File: src/include/fbbm_pkg.sv
// package of the filter bag break monitor: register map, reset values, states, carriers
// assumes a single 100 MHz clock and an AXI4-Lite register bus with 32-bit data
package fbbm_pkg;

  // ----------------------------------------------------------------
  // widths and limits
  // ----------------------------------------------------------------
  localparam int          ADDR_W       = 8;
  localparam int          BAG_W        = 7;
  localparam int          CONC_W       = 16;
  localparam logic [6:0]  MAX_BAGS     = 7'h64;   // 100 bags
  localparam logic [7:0]  LIST_SEP     = 8'h3B;   // semicolon

  // ----------------------------------------------------------------
  // timing: one millisecond tick drives all slow counters
  // ----------------------------------------------------------------
  localparam int CLK_PERIOD_NS = 10;
  localparam int TICK_PERIOD_US = 1000;
  localparam int TICK_CYCLES   = TICK_PERIOD_US * 1000 / CLK_PERIOD_NS;

  // ----------------------------------------------------------------
  // register offsets (byte addresses)
  // ----------------------------------------------------------------
  localparam logic [7:0] OFS_CTRL     = 8'h00;
  localparam logic [7:0] OFS_BAGS     = 8'h04;
  localparam logic [7:0] OFS_INTERVAL = 8'h08;
  localparam logic [7:0] OFS_DELAY    = 8'h0C;
  localparam logic [7:0] OFS_LIMIT    = 8'h10;
  localparam logic [7:0] OFS_DAMP     = 8'h14;
  localparam logic [7:0] OFS_STATUS   = 8'h18;
  localparam logic [7:0] OFS_CYCLES   = 8'h1C;
  localparam logic [7:0] OFS_CONC     = 8'h20;
  localparam logic [7:0] OFS_IRQ_STS  = 8'h24;
  localparam logic [7:0] OFS_IRQ_MASK = 8'h28;
  localparam logic [7:0] OFS_LIST     = 8'h2C;
  localparam logic [7:0] OFS_LIST_CNT = 8'h30;

  // ----------------------------------------------------------------
  // field positions
  // ----------------------------------------------------------------
  localparam int CTRL_EN_BIT    = 0;
  localparam int CTRL_RELAY_BIT = 1;
  localparam int ST_WAIT_BIT    = 0;
  localparam int ST_RUN_BIT     = 1;
  localparam int ST_BREAK_BIT   = 2;
  localparam int ST_BAG_LSB     = 8;
  localparam int IRQ_START_BIT  = 0;
  localparam int IRQ_DONE_BIT   = 1;
  localparam int IRQ_BREAK_BIT  = 2;
  localparam int LIST_VALID_BIT = 31;
  localparam int LIST_SEP_LSB   = 8;

  // ----------------------------------------------------------------
  // reset values
  // ----------------------------------------------------------------
  localparam logic [6:0]  RST_BAGS     = 7'h64;
  localparam logic [15:0] RST_INTERVAL = 16'h07D0;   // 2000 ms
  localparam logic [15:0] RST_DELAY    = 16'h0000;
  localparam logic [15:0] RST_LIMIT    = 16'h0032;
  localparam logic [3:0]  RST_DAMP     = 4'h0;
  localparam logic [2:0]  RST_IRQ_MASK = 3'h0;

  // ----------------------------------------------------------------
  // sequencer states
  // ----------------------------------------------------------------
  typedef enum logic [3:0] {
    FBBM_OFF   = 4'b0001,
    FBBM_WAIT  = 4'b0010,
    FBBM_DELAY = 4'b0100,
    FBBM_EVAL  = 4'b1000
  } fbbm_state_type;

  // ----------------------------------------------------------------
  // configuration carrier
  // ----------------------------------------------------------------
  typedef struct packed {
    logic              enable;
    logic              use_relay;
    logic [BAG_W-1:0]  num_bags;
    logic [15:0]       interval_ms;
    logic [15:0]       delay_ms;
    logic [CONC_W-1:0] limit;
    logic [3:0]        damp_shift;
  } fbbm_cfg_type;

endpackage

File: src/hdl/fbbm_damp.sv
// first order damping of the concentration for the bag evaluation and the concentration register
// assumes sample_en is a one-cycle pulse and the raw input is a level
`timescale 1ns/1ps
module fbbm_damp
  import fbbm_pkg::*;
(
  input  wire logic              aclk,
  input  wire logic              aresetn,
  input  wire logic              sample_en,
  input  wire logic [3:0]        shift,
  input  wire logic [CONC_W-1:0] raw,
  output logic      [CONC_W-1:0] damped
);

  // ----------------------------------------------------------------
  // accumulator with 8 fraction bits so small steps are not lost
  // ----------------------------------------------------------------
  logic [CONC_W+7:0] acc_q;
  logic [CONC_W+7:0] acc_d;
  logic signed [CONC_W+8:0] diff;
  logic signed [CONC_W+8:0] step;

  // larger shift gives a longer ninety_percent_damping_time
  assign diff  = $signed({1'b0, raw, 8'h00}) - $signed({1'b0, acc_q});
  assign step  = diff >>> shift;
  assign acc_d = CONC_W'(0) + (CONC_W+8)'($signed({1'b0, acc_q}) + step);
  assign damped = acc_q[CONC_W+7:8];

  // update once per tick; the concentration register reads this damped value too
  always_ff @(posedge aclk) begin
    if (!aresetn) begin
      acc_q <= '0;
    end else if (sample_en) begin
      acc_q <= acc_d;
    end
  end

endmodule

File: src/hdl/fbbm_top.sv
// filter bag break monitor: cycle sequencer, defect list, registers, interrupt
// assumes sync input and concentration are synchronous to aclk, AXI4-Lite master
//
// Decided for this implementation: the AXI4-Lite slave port and the register offsets.
`timescale 1ns/1ps
module fbbm_top
  import fbbm_pkg::*;
#(
  parameter int TICK_DIV = TICK_CYCLES
)(
  input  wire logic              aclk,
  input  wire logic              aresetn,
  input  wire logic              cycle_sync_input,
  input  wire logic [CONC_W-1:0] conc_in,
  output logic                   relay2_q,
  output logic                   running_q,
  output logic                   irq_q,
  input  wire logic [ADDR_W-1:0] s_axi_awaddr,
  input  wire logic              s_axi_awvalid,
  output logic                   s_axi_awready,
  input  wire logic [31:0]       s_axi_wdata,
  input  wire logic [3:0]        s_axi_wstrb,
  input  wire logic              s_axi_wvalid,
  output logic                   s_axi_wready,
  output logic [1:0]             s_axi_bresp,
  output logic                   s_axi_bvalid,
  input  wire logic              s_axi_bready,
  input  wire logic [ADDR_W-1:0] s_axi_araddr,
  input  wire logic              s_axi_arvalid,
  output logic                   s_axi_arready,
  output logic [31:0]            s_axi_rdata,
  output logic [1:0]             s_axi_rresp,
  output logic                   s_axi_rvalid,
  input  wire logic              s_axi_rready
);

  // ----------------------------------------------------------------
  // helpers
  // ----------------------------------------------------------------
  // byte-lane merge of a write into a 16-bit field
  function automatic logic [15:0] wmerge(input logic [15:0] old,
                                         input logic [31:0] data,
                                         input logic [3:0]  strb);
    logic [15:0] res;
    res = old;
    for (int i = 0; i < 2; i++) begin
      if (strb[i]) begin
        res[8*i +: 8] = data[8*i +: 8];
      end
    end
    return res;
  endfunction

  // true when the address names a mapped register
  function automatic logic mapped(input logic [ADDR_W-1:0] a);
    return (a[1:0] == 2'b00) && (a <= OFS_LIST_CNT);
  endfunction

  // ----------------------------------------------------------------
  // declarations
  // ----------------------------------------------------------------
  fbbm_cfg_type    cfg_q;
  fbbm_state_type  state_q;
  fbbm_state_type  state_d;
  logic [31:0]     tick_cnt_q;
  logic            tick_q;
  logic            sync_s1_q;
  logic            sync_s2_q;
  logic            sync_s3_q;
  logic            sync_rise;
  logic [15:0]     time_q;
  logic [BAG_W-1:0] bag_q;
  logic            bag_hit_q;
  logic            break_q;
  logic [31:0]     cycles_q;
  logic [BAG_W-1:0] list_mem [0:99];
  logic [BAG_W-1:0] list_cnt_q;
  logic [BAG_W-1:0] list_rd_q;
  logic [CONC_W-1:0] damp_conc;
  logic [2:0]      irq_sts_q;
  logic [2:0]      irq_mask_q;
  logic [2:0]      irq_ev;
  logic [2:0]      irq_clr;
  logic [2:0]      irq_sts_d;
  logic [BAG_W-1:0] bags_lim;
  logic            start_ev;
  logic            last_bag;
  logic            interval_end;
  logic            delay_end;
  logic            exceed;
  logic            new_hit;
  logic            done_ev;

  // ----------------------------------------------------------------
  // millisecond tick divider
  // ----------------------------------------------------------------
  always_ff @(posedge aclk) begin
    if (!aresetn) begin
      tick_cnt_q <= '0;
      tick_q     <= 1'b0;
    end else begin
      tick_q     <= (tick_cnt_q == 32'(TICK_DIV - 1));
      tick_cnt_q <= (tick_cnt_q == 32'(TICK_DIV - 1)) ? '0 : tick_cnt_q + 32'h1;
    end
  end

  // ----------------------------------------------------------------
  // sync input: two stage synchroniser then rising edge
  // ----------------------------------------------------------------
  always_ff @(posedge aclk) begin
    if (!aresetn) begin
      sync_s1_q <= 1'b0;
      sync_s2_q <= 1'b0;
      sync_s3_q <= 1'b0;
    end else begin
      sync_s1_q <= cycle_sync_input;
      sync_s2_q <= sync_s1_q;
      sync_s3_q <= sync_s2_q;
    end
  end

  // one event per pulse: a held-high input gives no further edge
  assign sync_rise = sync_s2_q & ~sync_s3_q;

  // ----------------------------------------------------------------
  // damped concentration for evaluation and the OFS_CONC read
  // ----------------------------------------------------------------
  fbbm_damp u_fbbm_damp (
    .aclk      (aclk),
    .aresetn   (aresetn),
    .sample_en (tick_q),
    .shift     (cfg_q.damp_shift),
    .raw       (conc_in),
    .damped    (damp_conc)
  );

  // ----------------------------------------------------------------
  // sequencer decode
  // ----------------------------------------------------------------
  // bag count is clamped to the supported range of 1..100
  assign bags_lim = (cfg_q.num_bags > MAX_BAGS) ? MAX_BAGS :
                    (cfg_q.num_bags == '0) ? 7'h01 : cfg_q.num_bags;
  // a pulse restarts the cycle from any enabled state
  assign start_ev     = cfg_q.enable & sync_rise;
  assign delay_end    = (state_q == FBBM_DELAY) && tick_q && (time_q >= cfg_q.delay_ms);
  assign interval_end = (state_q == FBBM_EVAL) && tick_q && (time_q + 16'h1 >= cfg_q.interval_ms);
  assign last_bag     = (bag_q >= bags_lim);
  assign done_ev      = interval_end & last_bag & ~start_ev;
  // compared every cycle while a bag window is open
  assign exceed       = (state_q == FBBM_EVAL) && (damp_conc > cfg_q.limit);
  assign new_hit      = exceed & ~bag_hit_q & ~start_ev;

  // next state
  always_comb begin
    state_d = state_q;
    case (state_q)
      FBBM_OFF: begin
        // a pulse in the enabling cycle must not leave running_q stuck high
        if (start_ev) state_d = FBBM_DELAY;
        else if (cfg_q.enable) state_d = FBBM_WAIT;
      end
      FBBM_WAIT: begin
        if (start_ev) state_d = FBBM_DELAY;
      end
      FBBM_DELAY: begin
        if (start_ev) state_d = FBBM_DELAY;
        else if (delay_end) state_d = FBBM_EVAL;
      end
      FBBM_EVAL: begin
        if (start_ev) state_d = FBBM_DELAY;
        else if (done_ev) state_d = FBBM_WAIT;
      end
      default: state_d = FBBM_OFF;
    endcase
    if (!cfg_q.enable) state_d = FBBM_OFF;
  end

  // ----------------------------------------------------------------
  // sequencer registers
  // ----------------------------------------------------------------
  // time_q counts ms in delay and bag windows; bag_q is 1-based
  always_ff @(posedge aclk) begin
    if (!aresetn) begin
      state_q   <= FBBM_OFF;
      time_q    <= '0;
      bag_q     <= '0;
      bag_hit_q <= 1'b0;
      running_q <= 1'b0;
    end else begin
      state_q <= state_d;
      if (start_ev) begin
        time_q    <= '0;
        bag_q     <= 7'h01;
        bag_hit_q <= 1'b0;
        running_q <= 1'b1;
      end else if (delay_end) begin
        time_q <= '0;
      end else if (interval_end) begin
        time_q    <= '0;
        bag_hit_q <= 1'b0;
        if (!last_bag) bag_q <= bag_q + 7'h01;
      end else if (tick_q && state_q != FBBM_WAIT) begin
        time_q <= time_q + 16'h1;
      end
      if (new_hit) bag_hit_q <= 1'b1;
      if (done_ev || !cfg_q.enable) running_q <= 1'b0;
    end
  end

  // ----------------------------------------------------------------
  // defect list and break indication
  // ----------------------------------------------------------------
  // a bag enters the list once, on its first excess
  always_ff @(posedge aclk) begin
    if (new_hit && list_cnt_q < MAX_BAGS) begin
      list_mem[list_cnt_q] <= bag_q;
    end
  end

  // list is emptied by each start so old defects do not linger
  always_ff @(posedge aclk) begin
    if (!aresetn) begin
      list_cnt_q <= '0;
      break_q    <= 1'b0;
      relay2_q   <= 1'b0;
      cycles_q   <= '0;
    end else begin
      if (start_ev) begin
        list_cnt_q <= '0;
        break_q    <= 1'b0;
      end else if (new_hit) begin
        list_cnt_q <= list_cnt_q + 7'h01;
        break_q    <= 1'b1;
      end
      if (done_ev) cycles_q <= cycles_q + 32'h1;
      relay2_q <= cfg_q.use_relay & (break_q | new_hit) & ~start_ev;
    end
  end

  // ----------------------------------------------------------------
  // interrupt: sticky, write one to clear, set wins
  // ----------------------------------------------------------------
  assign irq_ev    = {new_hit, done_ev, start_ev};
  assign irq_sts_d = (irq_sts_q & ~irq_clr) | irq_ev;

  always_ff @(posedge aclk) begin
    if (!aresetn) begin
      irq_sts_q <= '0;
      irq_q     <= 1'b0;
    end else begin
      irq_sts_q <= irq_sts_d;
      irq_q     <= |(irq_sts_d & irq_mask_q);
    end
  end

  // ----------------------------------------------------------------
  // AXI4-Lite write channel
  // ----------------------------------------------------------------
  logic [ADDR_W-1:0] aw_addr_q;
  logic [31:0]       w_data_q;
  logic [3:0]        w_strb_q;
  logic              aw_full_q;
  logic              w_full_q;
  logic              wr_go;
  logic [31:0]       ctrl_rd;

  // address and data are held until both are in and no response is pending
  assign wr_go   = aw_full_q & w_full_q & ~s_axi_bvalid;
  assign irq_clr = (wr_go && aw_addr_q == OFS_IRQ_STS && w_strb_q[0]) ?
                   w_data_q[2:0] : 3'h0;
  assign ctrl_rd = {30'h0, cfg_q.use_relay, cfg_q.enable};

  always_ff @(posedge aclk) begin
    if (!aresetn) begin
      aw_full_q     <= 1'b0;
      w_full_q      <= 1'b0;
      s_axi_awready <= 1'b1;
      s_axi_wready  <= 1'b1;
      s_axi_bvalid  <= 1'b0;
      s_axi_bresp   <= 2'b00;
      aw_addr_q     <= '0;
      w_data_q      <= '0;
      w_strb_q      <= '0;
    end else begin
      if (s_axi_awvalid && s_axi_awready) begin
        aw_addr_q     <= s_axi_awaddr;
        aw_full_q     <= 1'b1;
        s_axi_awready <= 1'b0;
      end
      if (s_axi_wvalid && s_axi_wready) begin
        w_data_q     <= s_axi_wdata;
        w_strb_q     <= s_axi_wstrb;
        w_full_q     <= 1'b1;
        s_axi_wready <= 1'b0;
      end
      if (wr_go) begin
        aw_full_q     <= 1'b0;
        w_full_q      <= 1'b0;
        s_axi_awready <= 1'b1;
        s_axi_wready  <= 1'b1;
        s_axi_bvalid  <= 1'b1;
        s_axi_bresp   <= mapped(aw_addr_q) ? 2'b00 : 2'b11;
      end else if (s_axi_bvalid && s_axi_bready) begin
        s_axi_bvalid <= 1'b0;
      end
    end
  end

  // configuration registers; read-only offsets ignore writes
  always_ff @(posedge aclk) begin
    if (!aresetn) begin
      cfg_q.enable      <= 1'b0;
      cfg_q.use_relay   <= 1'b0;
      cfg_q.num_bags    <= RST_BAGS;
      cfg_q.interval_ms <= RST_INTERVAL;
      cfg_q.delay_ms    <= RST_DELAY;
      cfg_q.limit       <= RST_LIMIT;
      cfg_q.damp_shift  <= RST_DAMP;
      irq_mask_q        <= RST_IRQ_MASK;
    end else if (wr_go) begin
      case (aw_addr_q)
        OFS_CTRL: begin
          cfg_q.enable    <= w_strb_q[0] ? w_data_q[CTRL_EN_BIT] : cfg_q.enable;
          cfg_q.use_relay <= w_strb_q[0] ? w_data_q[CTRL_RELAY_BIT] : cfg_q.use_relay;
        end
        OFS_BAGS:     cfg_q.num_bags    <= w_strb_q[0] ? w_data_q[6:0] : cfg_q.num_bags;
        OFS_INTERVAL: cfg_q.interval_ms <= wmerge(cfg_q.interval_ms, w_data_q, w_strb_q);
        OFS_DELAY:    cfg_q.delay_ms    <= wmerge(cfg_q.delay_ms, w_data_q, w_strb_q);
        OFS_LIMIT:    cfg_q.limit       <= wmerge(cfg_q.limit, w_data_q, w_strb_q);
        OFS_DAMP:     cfg_q.damp_shift  <= w_strb_q[0] ? w_data_q[3:0] : cfg_q.damp_shift;
        OFS_IRQ_MASK: irq_mask_q        <= w_strb_q[0] ? w_data_q[2:0] : irq_mask_q;
        default: ;
      endcase
    end
  end

  // ----------------------------------------------------------------
  // AXI4-Lite read channel
  // ----------------------------------------------------------------
  logic [31:0] rd_mux;
  logic [31:0] status_rd;
  logic [31:0] list_rd;
  logic        list_pop;

  // list entries come out one per read with the separator alongside
  assign list_rd   = (list_rd_q < list_cnt_q) ?
                     {1'b1, 15'h0, LIST_SEP, 1'b0, list_mem[list_rd_q]} : 32'h0;
  assign status_rd = {16'h0, 1'b0, bag_q, 5'h0, break_q, running_q,
                      (state_q == FBBM_WAIT)};
  assign list_pop  = s_axi_arvalid & s_axi_arready & (s_axi_araddr == OFS_LIST) &
                     (list_rd_q < list_cnt_q);
  assign rd_mux = (s_axi_araddr == OFS_CTRL)     ? ctrl_rd :
                  (s_axi_araddr == OFS_BAGS)     ? {25'h0, cfg_q.num_bags} :
                  (s_axi_araddr == OFS_INTERVAL) ? {16'h0, cfg_q.interval_ms} :
                  (s_axi_araddr == OFS_DELAY)    ? {16'h0, cfg_q.delay_ms} :
                  (s_axi_araddr == OFS_LIMIT)    ? {16'h0, cfg_q.limit} :
                  (s_axi_araddr == OFS_DAMP)     ? {28'h0, cfg_q.damp_shift} :
                  (s_axi_araddr == OFS_STATUS)   ? status_rd :
                  (s_axi_araddr == OFS_CYCLES)   ? cycles_q :
                  (s_axi_araddr == OFS_CONC)     ? {16'h0, damp_conc} :
                  (s_axi_araddr == OFS_IRQ_STS)  ? {29'h0, irq_sts_q} :
                  (s_axi_araddr == OFS_IRQ_MASK) ? {29'h0, irq_mask_q} :
                  (s_axi_araddr == OFS_LIST)     ? list_rd :
                  (s_axi_araddr == OFS_LIST_CNT) ? {25'h0, list_cnt_q} : 32'h0;

  // read pointer rewinds on a new cycle or a list count read
  always_ff @(posedge aclk) begin
    if (!aresetn) begin
      s_axi_arready <= 1'b1;
      s_axi_rvalid  <= 1'b0;
      s_axi_rdata   <= '0;
      s_axi_rresp   <= 2'b00;
      list_rd_q     <= '0;
    end else begin
      if (s_axi_arvalid && s_axi_arready) begin
        s_axi_arready <= 1'b0;
        s_axi_rvalid  <= 1'b1;
        s_axi_rdata   <= rd_mux;
        s_axi_rresp   <= mapped(s_axi_araddr) ? 2'b00 : 2'b11;
      end else if (s_axi_rvalid && s_axi_rready) begin
        s_axi_rvalid  <= 1'b0;
        s_axi_arready <= 1'b1;
      end
      if (start_ev) begin
        list_rd_q <= '0;
      end else if (s_axi_arvalid && s_axi_arready && s_axi_araddr == OFS_LIST_CNT) begin
        list_rd_q <= '0;
      end else if (list_pop) begin
        list_rd_q <= list_rd_q + 7'h01;
      end
    end
  end

endmodule

File: config.mk
export PLATFORM = sky130hd
export DESIGN_NAME = fbbm_top
export DESIGN_NICKNAME = d
export VERILOG_FILES = /design/src/include/fbbm_pkg.sv /design/src/hdl/fbbm_damp.sv /design/src/hdl/fbbm_top.sv
export SDC_FILE = /design/constraint.sdc
export NUM_CORES = 2
export LEC_CHECK = 0
export BUFFER_PORTS_ARGS = -buffer_cell sky130_fd_sc_hd__buf_4
export CAP_MARGIN = 40
export CELL_PAD_IN_SITES_DETAIL_PLACEMENT = 1
export CELL_PAD_IN_SITES_GLOBAL_PLACEMENT = 2
export CORE_ASPECT_RATIO = 1.75
export CORE_MARGIN = 10
export CORE_UTILIZATION = 45
export CTS_CLUSTER_DIAMETER = 40
export DETAILED_ROUTE_END_ITERATION = 7
export PLACE_DENSITY = 0.76
export SLEW_MARGIN = 20
export SYNTH_ARGS = -nofsm -noshare
export SYNTH_HDL_FRONTEND = slang
export SYNTH_SLANG_ARGS = --single-unit
File: constraint.sdc
create_clock -name aclk -period 6.9 [get_ports aclk]
set_input_delay 0 -clock aclk [delete_from_list [all_inputs] [get_ports aclk]]
set_output_delay 0 -clock aclk [all_outputs]
set_load 0.02 [all_outputs]
# [Yosys cells after proc, flatten, opt, wreduce, memory -nomap -nowiden]
# Memories as Yosys holds them, arrays and structs flattened. A register that Yosys moved wholly into a read port is not among the register bits.
# Index checks and enable logic that the tools add are counted.
[word_totals] ff_bits=274 ramBits=700 mem_count=1
[mem_list] memory="list_mem" depth=100 word_bits=7 rd=1 rd_ports_with_merged_regs=1 write_ports=1 line_no="fbbm_top.sv:76" rtl="logic [BAG_W-1:0] list_mem [0:99];"
[classes] n_addsub=8 magnitude_cmp=9 n_eq_ne=31 shifts=1 mux=44 bitwise_logic=25 reduce_logical=50
[ops] operator="two-way mux 32 bit" count=13
[ops] operator="adder 32 x 1 -> 32 bit (second input constant)" count=2
[ops] operator="== test 8 x 6 -> 1 bit (second input constant)" count=7
[ops] operator="== test 8 x 5 -> 1 bit (second input constant)" count=6
[ops] operator="AND reduction 3 bit" count=13
[ops] operator="two-way mux 7 bit" count=5
[ops] operator="== test 32 x 17 -> 1 bit (second input constant)" count=1
[ops] operator="== test 8 x 4 -> 1 bit (second input constant)" count=4
[ops] operator="greater-or-equal comparator 16 bit" count=2
[ops] operator=">>> shifter 25 x 4 -> 24 bit" count=1
[ops] operator="subtractor 24 x 24 -> 25 bit" count=1
[ops] operator="adder 24 bit" count=1
[ops] operator="adder 7 x 1 -> 7 bit (second input constant)" count=3
[ops] operator="two-way mux 4 bit" count=5
[ops] operator="logical AND 1 bit" count=17
[ops] operator="adder 16 x 1 -> 16 bit (second input constant)" count=1
[ops] operator="== test 8 x 3 -> 1 bit (second input constant)" count=2
[ops] operator="greater-than comparator 16 bit" count=1
[ops] operator="<= comparator 8 x 6 -> 1 bit (second input constant)" count=2
[ops] operator="logical NOT 8 bit" count=2
[ops] operator="two-way mux 1 bit" count=16
[ops] operator="case mux 4 bit (4 select lines)" count=1
[ops] operator="AND 1 bit" count=13
[ops] operator="OR reduction 2 bit" count=4
[ops] operator="other kinds (28)" count=45

# [Longest topological paths before layout]
[depth] word_depth=14 ltp_mapped=24 ltp_nobuf=23

# [By module]
# A second synthesis with hierarchy kept.
[unflattened] hier_cells=3503 area_unflattened_um2=44970.6
[modules_own_cells] module="fbbm_top" instances=1 cells_each=2932 area_per_inst_um2=40565.2 seq_area_each_um2=26125.1
[modules_own_cells] module="fbbm_damp" instances=1 cells_each=571 area_per_inst_um2=4405.5 seq_area_each_um2=480.5

# [Worst setup path after synthesis]
# No wires, ideal clock.
[synth_path] path_type="reg-to-reg" from="reg u_fbbm_damp.acc_q[1]" to="reg u_fbbm_damp.acc_q[22]" setup_time_ns=0.079 t_arrival_ns=5.097 required_time_ns=6.821 slack_ns=1.724 path_stages_with_launch=21 n_path_buf=0 period_less_slack_ns=5.176 cell_sequence="dfxtp_1 > inv_1 > ha_1 > nor2b_1 > a311o_1 > o211a_1 > o2111ai_1 > o211ai_1 > mux2_2 > mux2_2 > mux4_2 > ha_1 > o21a_1 > o31a_1 > a221oi_1 > o21ai_0 > o221a_2 > a41o_1 > o41ai_1 > nand4_1 > o211ai_1"
[synth_between] elab_chain_len=3
[synth_rtl] element="start: declaration" line_no="fbbm_damp.sv:18" rtl="logic [CONC_W+7:0] acc_q;"
[synth_rtl] element="start signal: assignment" line_no="fbbm_damp.sv:32" rtl="acc_q <= '0;"
[synth_rtl] element="start signal: assignment" line_no="fbbm_damp.sv:34" rtl="acc_q <= acc_d;"
[synth_rtl] element="subtractor 24 x 24 -> 25 bit" line_no="fbbm_damp.sv:24" rtl="assign diff = $signed({1'b0, raw, 8'h00}) - $signed({1'b0, acc_q});"
[synth_rtl] element=">>> shifter 25 x 4 -> 24 bit" line_no="fbbm_damp.sv:25" rtl="assign step = diff >>> shift;"
[synth_rtl] element="adder 24 bit *" line_no="fbbm_damp.sv:26" rtl="assign acc_d = CONC_W'(0) + (CONC_W+8)'($signed({1'b0, acc_q}) + step);"
# Every way passes the cells marked *; elsewhere a longest branch is shown, timed or not.
# A chain may end at the register's enable or synchronous reset.

# [Final worst setup path]
[layout_path] from="reg u_fbbm_damp.acc_q[8]" to="reg u_fbbm_damp.acc_q[22]"
# Same word-level chain as after synthesis.

==> summary.md <==
| Metric | Value |
|---|---|
| Status | complete, no violations |
| Number of flops mapped to enable cells by yosys | 700 |
| Net count, final | 3,666 |
| Clock network latency to the later pin of the worst-skew pair | 0.71 ns |
| Arrival time at the worst endpoint | 6.86 ns |
| Routed wirelength normalized by instance count | 27.3 µm |
| Number of hold violations in the final report | 0 |
| Total power | 12.6 mW |
| Die area | 112,000 µm² |
| Via-to-Cell Ratio | 5.92 |
| Site row count | 152 |
| Starting Density | 0.453 |
| Post-synthesis to final-layout area growth | 15.3% |
| Distinct cells, synth | 80 |
| Number of instances on the worst hold path | 5 |
| Width of the die | 258 µm |
| Leading cell type by number of instances after synthesis | sky130_fd_sc_hd__edfxtp_1 |
| Die Height | 436 µm |
| Overflow left after global routing | 0 |
| CP max stage cell | sky130_fd_sc_hd__a221oi_1 |
| Cells on worst reg2reg path | 20 |
| Dominant cells by area after synthesis | sky130_fd_sc_hd__edfxtp_1 47%, sky130_fd_sc_hd__dfxtp_1 13%, sky130_fd_sc_hd__mux4_2 11%, sky130_fd_sc_hd__mux2i_1 3.2%, sky130_fd_sc_hd__ha_1 3.1% |
| Internal cell power | 9.87 mW |
| Worst rel slew slack | 0.392 |
| VDD IR max | 0.262 mV |
| P_sw | 2.75 mW |
| Count of pins over their slew limit | 0 |
| Core area | 98,100 µm² |
| Async set or reset register ratio after synthesis | 0 |
| First-pass GRT wire length | 201,000 µm |
| TritonCTS clock tree | built |
| Sort of element at the start of the critical path | flip-flop |
| CTS root buffer | sky130_fd_sc_hd__clkbuf_16 |
| Path type of the worst setup path | flip-flop to flip-flop |
| Maximum number of pins on one net before global-route repair | 79 |
| Sinks on the clock net | 979 |
| Resized cells post-CTS | 0 |
| Cell Chain, Critical Path | inv_1 -> ha_1 -> nor3b_2 -> a311o_1 -> o211ai_2 -> a21boi_0 -> o211ai_1 -> mux2_2 -> mux2_2 -> mux4_2 -> ha_1 -> o21a_1 -> o31a_1 -> a221oi_1 -> o21ai_0 -> o221a_2 -> a41o_1 -> o41ai_1 -> nand4_1 -> o211ai_1 |
| Post-Syn Instances | 3,323 |
| Worst hold-check path type | input pin to flip-flop |
| Post-synthesis net count | 3,510 |
| Final period utilization | 0.906 |
| Routability congestion estimate from global placement | 0.848 |
| Synth Area per Inst | 13.4 µm² |
| Setup clock skew after layout | 0.0333 ns |
| Synthesized flop and latch total | 979 |
| Number of CTS-inserted buffers | 106 |
| Maxcap violations | 0 |
| Total leakage power | 16.0 nW |
| Final-report setup violation count | 0 |
| Drt drc | 0 |
| Deepest level of the CTS H-tree | 3 |
| Total of hold buffers inserted after clock tree synthesis | 47 |
| CP endpoint kind | flip-flop |
| Setup bufs post-CTS | 0 |
| Overall via count from detail_route | 28,900 |
| Switching Fraction | 0.218 |
| Fraction of final layout cells with drive strength greater than 1 | 0.178 |
| First DRT Iteration DRCs | 1,729 |
| Clock Power Share | 0.477 |
| Prevailing post-synth register cell | sky130_fd_sc_hd__edfxtp_1 |
| Worst-Margin Slew | 0.905 ns |
| Cell type with the largest total area after synthesis | sky130_fd_sc_hd__edfxtp_1 |
| Shortest period the worst path allows | 6.25 ns |
| Max FO, Critical Path | 4 |
| Commonest cells post-synth | 700 x sky130_fd_sc_hd__edfxtp_1, 362 x sky130_fd_sc_hd__nor2_1, 279 x sky130_fd_sc_hd__dfxtp_1 |
| Sequential share of the synthesized area | 0.599 |
| Worst Path Required | 7.51 ns |
| PortBufs | 101 |
| Synthesized cell area | 44,400 µm² |
| Number of antenna violations at the first check in global routing | 1 |
| Worst path max stage delay | 0.55 ns |
| Sum of negative setup slack | 0 ns |
| DPL Wire Length | 94,500 µm |
| Top-area cell type share of the netlist area | 0.473 |
| Power density of the placed cells | 246 nW/µm² |
| Setup repair after global routing missed its margin | false |
| Clock transition at path regs | 0.06 ns |
| Initial DRT Pass Iterations | 5 |
| Combinational share of power | 0.028 |
| Number of primary I/O pins | 120 |
| Routed WL | 133,000 µm |
| Final ANT Viol Nets | 0 |
| Clock tree buffer depth | 3 |
| Via count of the first global-routing pass | 31,400 |
| Max Clock Freq | 0.160 GHz |
| Yosys warnings | 0 |
| Total global routing track utilization | 0.236 |
| Power share of the sequential group | 0.496 |
power groups by stage:
stage                     clock [mW]  sequential [mW]  combinational [mW]
after CTS                       6.12             6.26               0.343
after global placement             0             6.38               0.306
final                           6.02             6.26               0.348
after detailed placement           0             6.38               0.318
after floorplan                    0             6.38               0.201
after global routing            6.36             6.25               0.379
cells in the final DEF, fill, tap and decap left out, drive strengths merged, types with 13 or more instances in the layout:
cell type / count
inv: 121
a21o: 30
mux2: 13
mux2i: 140
and2: 20
xnor2: 46
a211oi: 22
nor3: 59
dfxtp: 279
nand2b: 44
a31oi: 18
clkbuf: 119
bufinv: 16
nand3: 83
ha: 110
o211ai: 24
o311ai: 16
a221oi: 21
and3: 36
or3: 27
xor2: 55
buf: 180
nor4: 23
o41ai: 17
nor2: 363
a21oi: 149
clkinv: 41
dlygate4sd3: 47
o21ai: 84
mux4: 222
a22oi: 32
nand4: 31
edfxtp: 700
nand2: 224
o21a: 18
cell type report:
cell class | instances | area, µm²
Clock buffer | 118 | 2720
Sequential cell | 979 | 26600
Tap cell | 1309 | 1640
Clock inverter | 81 | 1010
Timing Repair Buffer | 228 | 2140
Fill cell | 9715 | 46900
Inverter | 106 | 400
Multi-Input combinational cell | 2058 | 16700
Antenna cell | 1 | 2.50
per-layer routing:
metal	part of all wire	vias up	wire length, µm	GRT usage
met2	0.56	666	73900	0.450
met4	0.051	0	6840	0.119
li1	-	13000	-	-
met5	0	-	0	0
met3	0.035	227	4620	0.0264
met1	0.36	15000	47700	0.251
through the flow:
step	cells	utilization	area [µm²]	setup slack, ns	hold WS [ns]
detailed placement	4624	0.478	46900	0.708	0.218
global route	4879	0.522	51200	0.225	0.0581
CTS	4870	0.521	51100	0.648	0.000303
floorplan	3323	-	44400	1.72	0.100
global placement	4606	0.475	46600	0.844	0.204
finish	4880	0.522	51200	0.646	0.0278
sequential cells by signal, summed over array words and instances, names as in the netlist, 2 cells and up, named ones only:
name,count
list_mem,700
cfg_q,61
cycles_q,32
s_axi_rdata,32
tick_cnt_q,32
u_fbbm_damp.acc_q,24
time_q,16
w_data_q,16
aw_addr_q,8
bag_q,7
list_cnt_q,7
list_rd_q,7
state_q,4
irq_mask_q,3
irq_sts_q,3
w_strb_q,2
worst paths after layout:
| path | from | slack, ns | end |
|---|---|---|---|
| hold reg to reg | sync_s1_q$_SDFF_PN0_ | 0.45 | sync_s2_q$_SDFF_PN0_ |
| setup reg to reg | u_fbbm_damp.acc_q[8]$_SDFFE_PN0P_ | 0.65 | u_fbbm_damp.acc_q[22]$_SDFFE_PN0P_ |
| setup / recovery | u_fbbm_damp.acc_q[8]$_SDFFE_PN0P_ | 0.65 | u_fbbm_damp.acc_q[22]$_SDFFE_PN0P_ |
| hold / removal | s_axi_arvalid | 0.03 | s_axi_rdata[31]$_SDFFE_PN0P_ |
worst max-delay path: cells and delay by family, from the launching register on:
family                   cells  cell delay [ns]
buffers and inverters        1             0.17
flip-flops                   1             0.37
AO/OA/AOI/OAI               12             3.31
adder cells (fa/ha/maj)      2             0.74
multiplexers                 3             1.14
AND/OR/NAND/NOR              2             0.42
cells by family (layout without fill, tap and decap cells):
logic type / Yosys count / in the layout / share of synthesized area
and+or+nand+nor: 962 / 962 / 0.0999
DFF: 979 / 979 / 0.599
other: 0 / 1 / 0
buffers and inverters: 286 / 533 / 0.0265
AOI/OAI and AO/OA: 509 / 509 / 0.0762
xor gates and xnor gates: 101 / 101 / 0.0199
adders and majority gates: 111 / 111 / 0.0314
muxes: 375 / 375 / 0.147
Power figures use the tool's default switching activity.
